File: config.mk
export PLATFORM = sky130hd
export DESIGN_NAME = cls_slice
export DESIGN_NICKNAME = d
export VERILOG_FILES = /design/src/rtl/cls_slice_pkg.sv /design/src/rtl/cls_slice.sv /design/src/rtl/cls_table16.sv /design/src/rtl/cls_arith2.sv
export VERILOG_INCLUDE_DIRS = /design/src /design/src/rtl
export SDC_FILE = /design/constraint.sdc
export NUM_CORES = 1
export LEC_CHECK = 0
export BUFFER_PORTS_ARGS = -buffer_cell sky130_fd_sc_hd__clkbuf_2
export CORE_MARGIN = 5
export CORE_UTILIZATION = 33
export CTS_BUF_LIST = sky130_fd_sc_hd__clkbuf_4
export CTS_CLUSTER_SIZE = 8
export DETAILED_ROUTE_END_ITERATION = 10
export HOLD_SLACK_MARGIN = 0.03
export PLACE_DENSITY = 0.63
export SLEW_MARGIN = 20
export SYNTH_ARGS = -nofsm -noshare
export SYNTH_HDL_FRONTEND = slang
export SYNTH_HIERARCHICAL = 1
export SYNTH_SLANG_ARGS = --single-unit
File: constraint.sdc
create_clock -name sys_clk -period 2.4 [get_ports sys_clk]
set_clock_uncertainty 0.1 [all_clocks]
set_input_delay 0.36 -clock sys_clk [delete_from_list [all_inputs] [get_ports sys_clk]]
set_output_delay 0.36 -clock sys_clk [all_outputs]
set_load 0.01 [all_outputs]
File: src/rtl/cls_slice_cfg.svh
// Constants for the configurable logic slice
`ifndef CLS_SLICE_CFG_SVH
`define CLS_SLICE_CFG_SVH

// Table geometry: sixteen words of one bit, four address inputs
`define CLS_TABLE_DEPTH 16
`define CLS_ADDR_W 4
// Arithmetic width of one slice
`define CLS_ARITH_W 2
// Number of tables per slice
`define CLS_TABLES 2
// Reset value of every table's contents
`define CLS_TABLE_RESET 16'h0000
// Reset value of the counter and result registers
`define CLS_COUNT_RESET 2'h0

`endif

File: src/rtl/cls_slice_pkg.sv
// Types shared by the configurable logic slice
package cls_slice_pkg;

  // Operating modes of a slice
  typedef enum logic [1:0] {
    CLS_MODE_LOGIC,
    CLS_MODE_RIPPLE,
    CLS_MODE_RAM,
    CLS_MODE_ROM
  } cls_mode_type;

  // Ripple-mode functions
  typedef enum logic [2:0] {
    CLS_OP_ADD,
    CLS_OP_SUB,
    CLS_OP_ADDSUB,
    CLS_OP_UP,
    CLS_OP_DOWN,
    CLS_OP_MULT,
    CLS_OP_CMP
  } cls_op_type;

  // Role of a slice within a distributed memory
  typedef enum logic [1:0] {
    CLS_RAM_SINGLE,
    CLS_RAM_RW_PORT,
    CLS_RAM_RO_PORT
  } cls_ram_role_type;

  // Comparator result routed to the compare output
  typedef enum logic [1:0] {
    CLS_CMP_GE,
    CLS_CMP_NE,
    CLS_CMP_LE
  } cls_cmp_type;

endpackage

File: src/rtl/cls_slice.sv
// Configurable logic slice: logic, ripple, RAM and ROM modes
//
// Operation
// - Slice offers logic, ripple arithmetic, distributed RAM and ROM modes.
// - Reduced variant has logic, ripple and ROM, but no RAM.
// - Logic mode: each table is a programmed sixteen-entry four-input function.
// - Slice gives two four-input functions or one five-input function.
// - Six to eight inputs come from concatenating outputs of several slices.
// - Ripple mode adds, subtracts, or does either chosen by a dynamic input.
// - Ripple mode also counts up or down over two bits.
// - Ripple mode serves as a multiplier building block.
// - Ripple mode compares A and B: greater-equal, not-equal, less-equal.
// - Fast-carry option outputs carry generate and propagate for chaining.
// - RAM mode: each table is a sixteen-by-one memory.
// - Single-port 16x2 RAM uses one slice; dual-port uses two slices.
// - Dual-port pair: one slice read-write, companion read-only, same data.
`timescale 1ns/10ps
`include "cls_slice_cfg.svh"

module cls_slice
  import cls_slice_pkg::*;
#(
  // 1: full function unit, 0: reduced function unit without RAM
  parameter bit FULL_FUNCTION = 1'b1
) (
  input wire logic sys_clk,
  input wire logic sys_rst,
  input wire logic clk_en,
  // Configuration, held static in use except for table loads
  input wire cls_mode_type cfg_mode,
  input wire cls_op_type cfg_op,
  input wire cls_cmp_type cfg_cmp,
  input wire cls_ram_role_type cfg_ram_role,
  input wire logic cfg_five_input,
  input wire logic cfg_fast_carry,
  input wire logic cfg_load,
  input wire logic cfg_load_sel,
  input wire logic [`CLS_TABLE_DEPTH-1:0] cfg_contents,
  // Table inputs from routing
  input wire logic [`CLS_ADDR_W-1:0] tbl0_in,
  input wire logic [`CLS_ADDR_W-1:0] tbl1_in,
  input wire logic fifth_in,
  // Concatenation from neighbouring slices
  input wire logic cat_lo_in,
  input wire logic cat_hi_in,
  input wire logic cat_sel,
  // Ripple operands
  input wire logic [`CLS_ARITH_W-1:0] opa,
  input wire logic [`CLS_ARITH_W-1:0] opb,
  input wire logic carry_in,
  input wire logic add_not_sub,
  input wire logic mult_bit,
  // Read-write memory port
  input wire logic ram_wr_en,
  input wire logic [`CLS_ARITH_W-1:0] ram_wr_data,
  // Write bus from the read-write companion slice
  input wire logic nb_wr_en,
  input wire logic [`CLS_ADDR_W-1:0] nb_wr_addr,
  input wire logic [`CLS_ARITH_W-1:0] nb_wr_data,
  // Combinational results for chaining
  output logic func0,
  output logic func1,
  output logic func5,
  output logic cat_out,
  output logic carry_out,
  output logic carry_gen,
  output logic carry_prop,
  output logic [`CLS_ARITH_W-1:0] ram_rd_data,
  // Write bus offered to a read-only companion slice
  output logic wr_bus_en,
  output logic [`CLS_ADDR_W-1:0] wr_bus_addr,
  output logic [`CLS_ARITH_W-1:0] wr_bus_data,
  // Registered results
  output logic [`CLS_ARITH_W-1:0] result_q,
  output logic carry_q,
  output logic cmp_q,
  output logic mode_err_q
);

  // Returns true for the counting functions, which use the counter
  function automatic logic is_counter(input cls_op_type op);
    is_counter = (op == CLS_OP_UP) || (op == CLS_OP_DOWN);
  endfunction

  // Returns true when the slice really runs as distributed RAM.
  // A reduced unit asked for memory keeps its tables read-only, so a
  // stray configuration can never corrupt programmed logic contents.
  function automatic logic ram_active(input cls_mode_type mode);
    ram_active = FULL_FUNCTION && (mode == CLS_MODE_RAM);
  endfunction

  // Returns true in ripple mode, which gates every arithmetic output
  function automatic logic is_ripple(input cls_mode_type mode);
    is_ripple = (mode == CLS_MODE_RIPPLE);
  endfunction

  // Table plumbing
  logic [`CLS_TABLES-1:0] tbl_out;
  logic [`CLS_TABLES-1:0] tbl_wr_en;
  logic [`CLS_TABLES-1:0] tbl_wr_data;
  logic [`CLS_ADDR_W-1:0] tbl_wr_addr;
  logic [`CLS_ADDR_W-1:0] tbl_rd_addr [`CLS_TABLES];

  // Counter state and arithmetic core results
  logic [`CLS_ARITH_W-1:0] count_q;
  logic [`CLS_ARITH_W-1:0] arith_a;
  logic [`CLS_ARITH_W-1:0] arith_sum;
  logic arith_cout;
  logic arith_gen;
  logic arith_prop;
  logic a_ge_b;
  logic a_ne_b;
  logic a_le_b;
  logic cmp_sel;

  // Mode decodes and the selected logic function
  logic in_ram;
  logic logic_out;

  // Memory mode only where the unit really has it
  assign in_ram = ram_active(cfg_mode);

  // Write source: own port, or the companion's bus in read-only role.
  // Outside memory mode nothing writes, so logic contents stay intact.
  always_comb begin
    tbl_wr_addr = tbl0_in;
    tbl_wr_en = '0;
    tbl_wr_data = ram_wr_data;
    if (in_ram) begin
      unique case (cfg_ram_role)
        CLS_RAM_RO_PORT: begin
          // Read-only half mirrors every write of its partner
          tbl_wr_addr = nb_wr_addr;
          tbl_wr_en = {`CLS_TABLES{nb_wr_en}};
          tbl_wr_data = nb_wr_data;
        end
        CLS_RAM_SINGLE,
        CLS_RAM_RW_PORT: begin
          tbl_wr_en = {`CLS_TABLES{ram_wr_en}};
        end
        default: begin
          // Unused role code writes nothing
          tbl_wr_en = '0;
        end
      endcase
    end
  end

  // Two tables; in RAM mode they share one address for 16x2,
  // so one address picks both bits of a two-bit word
  generate
    for (genvar t = 0; t < `CLS_TABLES; t++) begin : g_table
      // First table always reads its own address
      if (t == 0) begin : g_addr0
        assign tbl_rd_addr[t] = tbl0_in;
      end else begin : g_addrn
        assign tbl_rd_addr[t] = in_ram ? tbl0_in : tbl1_in;
      end
      cls_table16 u_table (
        .sys_clk(sys_clk),
        .sys_rst(sys_rst),
        .clk_en(clk_en),
        .load_en(cfg_load && (cfg_load_sel == 1'(t))),
        .load_data(cfg_contents),
        .wr_en(tbl_wr_en[t]),
        .wr_addr(tbl_wr_addr),
        .wr_data(tbl_wr_data[t]),
        .rd_addr(tbl_rd_addr[t]),
        .rd_data(tbl_out[t])
      );
    end
  endgenerate

  // Logic and ROM both read the programmed tables
  assign func0 = tbl_out[0];
  assign func1 = tbl_out[1];
  // Fifth input picks between the two tables
  assign func5 = fifth_in ? tbl_out[1] : tbl_out[0];
  // Wider functions mux two neighbour outputs; chain for seven and eight
  assign cat_out = cat_sel ? cat_hi_in : cat_lo_in;
  // Registered logic result may use the five-input form
  assign logic_out = cfg_five_input ? func5 : func0;

  // Memory read data for either port role; zero in other modes so
  // a neighbour reading it sees no programmed logic contents
  assign ram_rd_data = in_ram ? tbl_out : '0;

  // Exported write bus only in read-write role
  // Address and data always shown; only the enable is qualified
  assign wr_bus_en = in_ram && (cfg_ram_role == CLS_RAM_RW_PORT) &&
    ram_wr_en;
  assign wr_bus_addr = tbl0_in;
  assign wr_bus_data = ram_wr_data;

  // Counters feed back their own state as the first operand
  assign arith_a = is_counter(cfg_op) ? count_q : opa;

  // One shared arithmetic core; the mode decodes below decide which
  // of its outputs are allowed to leave the slice
  cls_arith2 u_arith (
    .op(cfg_op),
    .opa(arith_a),
    .opb(opb),
    .carry_in(carry_in),
    .add_not_sub(add_not_sub),
    .mult_bit(mult_bit),
    .sum(arith_sum),
    .carry_out(arith_cout),
    .carry_gen(arith_gen),
    .carry_prop(arith_prop),
    .a_ge_b(a_ge_b),
    .a_ne_b(a_ne_b),
    .a_le_b(a_le_b)
  );

  // Generate and propagate only leave the slice in fast-carry form;
  // held low otherwise so an idle slice never disturbs a carry chain
  assign carry_gen = is_ripple(cfg_mode) && cfg_fast_carry &&
    arith_gen;
  assign carry_prop = is_ripple(cfg_mode) && cfg_fast_carry &&
    arith_prop;
  assign carry_out = is_ripple(cfg_mode) && arith_cout;

  // Comparator output selection
  always_comb begin
    cmp_sel = a_ge_b;
    unique case (cfg_cmp)
      CLS_CMP_GE: cmp_sel = a_ge_b;
      CLS_CMP_NE: cmp_sel = a_ne_b;
      CLS_CMP_LE: cmp_sel = a_le_b;
      default: cmp_sel = a_ge_b;
    endcase
  end

  // Counter steps by the incoming carry, so slices chain into wide counters
  // Holds its value in every other function, ready for the next count
  always_ff @(posedge sys_clk) begin
    if (sys_rst) begin
      count_q <= `CLS_COUNT_RESET;
    end else if (clk_en && is_ripple(cfg_mode) &&
                 is_counter(cfg_op)) begin
      count_q <= arith_sum;
    end
  end

  // Result register for the mode in use; one cycle behind the
  // combinational outputs, for users that want a registered slice
  always_ff @(posedge sys_clk) begin
    if (sys_rst) begin
      result_q <= `CLS_COUNT_RESET;
    end else if (clk_en) begin
      unique case (cfg_mode)
        CLS_MODE_LOGIC: begin
          result_q <= {func1, logic_out};
        end
        CLS_MODE_RIPPLE: begin
          result_q <= arith_sum;
        end
        CLS_MODE_RAM: begin
          // Reduced unit falls back to ROM reads here
          result_q <= tbl_out;
        end
        CLS_MODE_ROM: begin
          result_q <= tbl_out;
        end
      endcase
    end
  end

  // Registered carry, so a chained slice can pipeline its carry out;
  // zero outside ripple mode so no stale carry reaches a neighbour
  always_ff @(posedge sys_clk) begin
    if (sys_rst) begin
      carry_q <= 1'b0;
    end else if (clk_en) begin
      carry_q <= is_ripple(cfg_mode) && arith_cout;
    end
  end

  // Compare flag is only meaningful in ripple mode
  // Forced low elsewhere so a stale compare never leaks out
  always_ff @(posedge sys_clk) begin
    if (sys_rst) begin
      cmp_q <= 1'b0;
    end else if (clk_en) begin
      cmp_q <= is_ripple(cfg_mode) && cmp_sel;
    end
  end

  // Flags a RAM request on a unit that cannot provide one
  // Level, not sticky: it clears on the next enabled clock after the mode is changed
  always_ff @(posedge sys_clk) begin
    if (sys_rst) begin
      mode_err_q <= 1'b0;
    end else if (clk_en) begin
      mode_err_q <= !FULL_FUNCTION && (cfg_mode == CLS_MODE_RAM);
    end
  end

endmodule

File: src/rtl/cls_table16.sv
// Sixteen-by-one table used as logic, ROM or distributed RAM
`timescale 1ns/10ps
`include "cls_slice_cfg.svh"

module cls_table16 (
  input wire logic sys_clk,
  input wire logic sys_rst,
  input wire logic clk_en,
  input wire logic load_en,
  input wire logic [`CLS_TABLE_DEPTH-1:0] load_data,
  input wire logic wr_en,
  input wire logic [`CLS_ADDR_W-1:0] wr_addr,
  input wire logic wr_data,
  input wire logic [`CLS_ADDR_W-1:0] rd_addr,
  output logic rd_data
);

  logic [`CLS_TABLE_DEPTH-1:0] bits_q;

  // Configuration load beats a user write in the same cycle
  always_ff @(posedge sys_clk) begin
    if (sys_rst) begin
      bits_q <= `CLS_TABLE_RESET;
    end else if (clk_en) begin
      if (load_en) begin
        bits_q <= load_data;
      end else if (wr_en) begin
        bits_q[wr_addr] <= wr_data;
      end
    end
  end

  // Read is a plain mux so the table can act as logic
  assign rd_data = bits_q[rd_addr];

endmodule

File: src/rtl/cls_arith2.sv
// Two-bit ripple arithmetic unit with carry generate and propagate
`timescale 1ns/10ps
`include "cls_slice_cfg.svh"

module cls_arith2
  import cls_slice_pkg::*;
(
  input wire cls_op_type op,
  input wire logic [`CLS_ARITH_W-1:0] opa,
  input wire logic [`CLS_ARITH_W-1:0] opb,
  input wire logic carry_in,
  input wire logic add_not_sub,
  input wire logic mult_bit,
  output logic [`CLS_ARITH_W-1:0] sum,
  output logic carry_out,
  output logic carry_gen,
  output logic carry_prop,
  output logic a_ge_b,
  output logic a_ne_b,
  output logic a_le_b
);

  logic [`CLS_ARITH_W-1:0] b_eff;
  logic cin_eff;
  logic [`CLS_ARITH_W:0] gen_sum;
  logic [`CLS_ARITH_W:0] full_sum;
  logic [`CLS_ARITH_W:0] rev_sum;

  // Second operand shaped by the selected function
  always_comb begin
    b_eff = opb;
    cin_eff = carry_in;
    unique case (op)
      CLS_OP_ADD: b_eff = opb;
      CLS_OP_SUB: b_eff = ~opb;
      CLS_OP_ADDSUB: b_eff = add_not_sub ? opb : ~opb;
      CLS_OP_UP: b_eff = 2'h0;
      CLS_OP_DOWN: b_eff = 2'h3;
      CLS_OP_MULT: b_eff = opb & {`CLS_ARITH_W{mult_bit}};
      CLS_OP_CMP: begin
        b_eff = ~opb;
        cin_eff = 1'b1;
      end
      default: b_eff = opb;
    endcase
  end

  // Generate is the carry with no carry in; propagate needs all XORs
  assign gen_sum = {1'b0, opa} + {1'b0, b_eff};
  assign carry_gen = gen_sum[`CLS_ARITH_W];
  assign carry_prop = &(opa ^ b_eff);
  assign full_sum = gen_sum + {{`CLS_ARITH_W{1'b0}}, cin_eff};
  assign sum = full_sum[`CLS_ARITH_W-1:0];
  assign carry_out = carry_gen | (carry_prop & cin_eff);

  // Comparator from the same adder, plus a reverse subtract
  assign rev_sum = {1'b0, opb} + {1'b0, ~opa} + 3'h1;
  assign a_ge_b = full_sum[`CLS_ARITH_W];
  assign a_ne_b = |(opa ^ opb);
  assign a_le_b = rev_sum[`CLS_ARITH_W];

endmodule

; Word-level counts from Yosys, hierarchy flattened
; Cells that the tools add are included.
[classes]
n_lt_le_gt_ge = 4
addsub = 4
bitwise_logic = 8
eq_ne = 13
reduce_logical = 24
n_mux = 29
[ops]
columns = cell, count
row1 = $mux W16, 4
row2 = $bwmux W16, 2
row3 = $lt A4 B5 Y1 const B, 3
row4 = $logic_and A1 B1 Y1, 12
row5 = $mux W2, 6
row6 = $mux W4, 3
row7 = $pmux W2 S5, 1
row8 = $eq A3 B3 Y1 const B, 3
row9 = $bmux W1 S4, 2
row10 = $eq A2 B2 Y1 const B, 4
row11 = $reduce_or A2 Y1, 4
row12 = $mux W1, 7
row13 = $add A2 B2 Y3, 2
row14 = $eq A2 B1 Y1 const B, 3
row15 = $eq A3 B2 Y1 const B, 2
row16 = $pmux W2 S3, 1
row17 = $reduce_and A2 Y1, 3
row18 = $demux W1 S4, 1
row19 = $ge A4 B1 Y1 const B, 1
row20 = $logic_not A2 Y1, 2
row21 = $not A2 Y2, 2
row22 = $pmux W2 S2, 1
row23 = $reduce_bool A2 Y1, 2
row24 = $xor A2 B2 Y2, 2
row25 = other kinds (9), 9
[totals]
register_bits = 38
out_inout_bits = 21
wordCells = 88
inputBits = 61

; Depth between registers and ports, before layout
[depth]
ltp_word = 10
ltp_mapped = 12
ltp_nobuf = 11

; Cells and area by module
; Netlist, hierarchy kept.
[by_module_without_submodules]
columns = mod, instances, cells_each, area_each_um2, seq_area_each_um2
row1 = cls_table16, 2, 123, 1216.2, 320.3
row2 = cls_slice, 1, 83, 671.9, 120.1
row3 = cls_arith2, 1, 41, 315.3, 0.0

; Least setup slack after synthesis
; Ideal clock, no wire load.
[synth_path]
path_type = input to output
start = in cfg_mode[0]
end = out func5
t_required_ns = 1.940
setup_slack_ns = -0.152
path_buffers = 0
stages = 8
arrival_ns = 2.092
path_cell_list = and2b_1 > nand2_1 > nand2_1 > mux4_2 > nor2b_1 > a211oi_1 > a21oi_1 > mux2_2
[synth_rtl]
columns = item, line_no
row1 = from (decl), cls_slice.sv:30  ; input wire cls_mode_type cfg_mode,
row2 = to (decl), cls_slice.sv:63  ; output logic func5,

==> reports/qor.yml <==
status: "finished, violations left"
violations: "negative setup slack"
fp.dieArea_um2: 12500
rsz0062_at_grt: "yes"
use_met3: 0.0315
ys_ff_latch: 38
async_reset_ff_frac: 0
io_pins: 82
vias: 3490
synth_area_per_cell_um2: 9.24
htreeDepth: 2
maxCapViolCount: 0
num_rows: 37
busiest_layer: "met2"
grtUsageMet1: 0.252
switchingPower_uw: 607
place_area_um2: 4310
path_class: "primary input to primary output"
fmax_mhz: 386
grt_pass1_wl_um: 18300
cts_sinks: 38
synthCells: 370
antenna_found_initial: 0
seq_power_share: 0.349
power_frac_clock: 0.284
drtIter0Drc: 343
cts_tree: "done"
grt_pass1_vias: 3400
final_antenna_net_count: 0
core_area_um2: 10200
synth_area_um2: 3420
final_cell_area_um2: 4640
via_per_inst: 5.50
drcViolationCount: 0
routed_wirelength_um: 11400
ir_drop_mv: 0.211
power_frac_comb: 0.367
die_x_um: 112
grt_util_all_layers: 0.181
swShare: 0.317
synthToLayoutAreaGrowth_pct: 35.8
synth_cell_types: 68
dp_hpwl_um: 8980
clk_pin_slew_worst_paths_ns: 0.13
tns_ns: -0.454
port_buffers: 80
post-route-period-util: 1.08
worstPathMaxFanout: 4
multi_input_area_um2: 2470
met2_usage: 0.287
report.final.slew_viol_count: 0
seq_area_um2: 762
hp-class: "primary input to register"
nFillCells: 1009
power.internal_mw: 1.31
nNetsFinal: 567
worstMarginPinSlew_ns: 0.801
endpoint_kind: "primary output"
synth_nets: 440
p_per_area_nw_per_um2: 413
setup_viol: 5
cts_root_buf: "clkbuf_4"
drive_gt1_frac: 0.490
seq_area_frac_synth: 0.222
synth-edff-count: 0
gr-total-overflow: 0
critical_path_arrival_ns: 2.13
synth_warnings: 6
clockBufferDepth: 2
critical_path_required_ns: 1.94
relSlewSlack: 0.466
leakagePower_nw: 1.95
clk_latency_ns: 0.36
first_pass_iters: 5
wl_per_cell_um: 17.9
cts_buffers: 5
diodes: 0
min_period_ns: 2.59
cp-start-kind: "primary input"
grt_max_degree: 41
initial_core_util: 0.334
place_congestion: 0.875
ys_dominant_reg_cell: "dfxtp_1"
hold_violations: 0
die_h_um: 112
worst_slack_ns: -0.190
final_cell_mix: "buf_4, clkbuf_2, dfxtp_1"
stage by stage:
| step | hold slack [ns] | power, mW | worst slack, ns | util | std cells |
|---|---|---|---|---|---|
| 5_1_grt | 0.163 | 2.03 | -0.277 | 0.454 | 634 |
| 4_1_cts | 0.219 | 1.91 | -0.187 | 0.445 | 631 |
| 3_3_place_gp | 0.343 | 1.32 | -0.258 | 0.421 | 621 |
| 6_report | 0.181 | 1.92 | -0.190 | 0.454 | 634 |
| 3_5_place_dp | 0.352 | 1.33 | -0.322 | 0.421 | 621 |
| 2_1_floorplan | 0.329 | 1.08 | -0.0164 | - | 370 |
sequential cells by signal (all words and copies together), names as in the netlist:
name and cells:
count_q 2, result_q 2, g_table.u_table/bits_q 32, cmp_q 1
carry_q 1
layout make-up:
type                    instances  share of cell area
clock buffers                   5             0.00808
multi-input cells             274               0.532
well taps                     136              0.0366
clock inverters                 3              0.0137
flip-flops and latches         38               0.164
inverters                      22              0.0189
repair buffers                156               0.227
what timing repair did:
action,4_1_cts,5_1_grt
pin swaps,10,10
hold buffers,0,0
setup buffers,2,3
resized for setup,31,22
endpoints found under the setup margin,8,16
cell usage after synthesis, types with 6 or more instances:
| library cell | n | area, µm² |
|---|---|---|
| a211oi_1 | 9 | 67.6 |
| a21o_1 | 6 | 45.0 |
| a21oi_1 | 35 | 175 |
| a221oi_1 | 6 | 52.6 |
| a22oi_1 | 13 | 97.6 |
| a311oi_1 | 27 | 236 |
| a31o_2 | 6 | 52.6 |
| a32oi_1 | 6 | 52.6 |
| buf_2 | 9 | 45.0 |
| buf_4 | 16 | 120 |
| buf_6 | 6 | 67.6 |
| dfxtp_1 | 38 | 761 |
| ha_1 | 8 | 100 |
| inv_1 | 18 | 67.6 |
| mux2_2 | 10 | 113 |
| mux4_2 | 8 | 180 |
| nand2_1 | 19 | 71.3 |
| nand2b_1 | 10 | 62.6 |
| nor2_1 | 12 | 45.0 |
| nor2b_1 | 8 | 50.1 |
| nor4b_1 | 6 | 52.6 |
| o21ai_0 | 7 | 35.0 |
| o31ai_4 | 6 | 128 |
critical path, cell delays in order:
cell and delay (ns):
buf_6 0.10, and2b_2 0.25, nand2_2 0.06, nand2_2 0.07
mux4_2 0.51, nor2b_4 0.14, a211oi_2 0.16, a21oi_2 0.08
mux2_4 0.26, clkbuf_2 0.13
power by group through the flow:
stage | sequential, mW | combinational, mW | clock (mW)
6_report | 0.669 | 0.705 | 0.545
5_1_grt | 0.672 | 0.768 | 0.590
4_1_cts | 0.669 | 0.680 | 0.557
3_5_place_dp | 0.683 | 0.647 | 0
3_3_place_gp | 0.683 | 0.637 | 0
2_1_floorplan | 0.679 | 0.401 | 0
layer usage:
| layer | part of all wire | up-vias |
|---|---|---|
| met5 | 0 | - |
| li1 | - | 1701 |
| met1 | 0.45 | 1637 |
| met2 | 0.46 | 142 |
| met3 | 0.082 | 10 |
| met4 | 0.013 | 0 |
path summary, 6_finish.rpt:
| check | start | end | slack, ns | cells past startpoint |
|---|---|---|---|---|
| worst max-delay path | cfg_mode[0] | func5 | -0.19 | 10 |
| worst min-delay path | cfg_mode[0] | result_q[0] | 0.18 | 3 |
| worst max register to register | count_q[0] | cmp_q | 0.30 | 9 |
| worst min register to register | g_table[1].u_table/bits_q[0] | g_table[1].u_table/bits_q[0] | 0.37 | 2 |
kinds of logic (layout without fill, tap and decap cells):
kind of cell,Yosys count,in the layout,synth area share
fa+ha+maj,9,9,0.0351
simple gates,92,92,0.182
mux,24,24,0.105
buf+inv,58,186,0.0992
xor+xnor,1,1,0.00256
flops,38,38,0.222
compound gates,147,147,0.353
other cells,1,1,0.00110
Power figures use the tool's default switching activity.
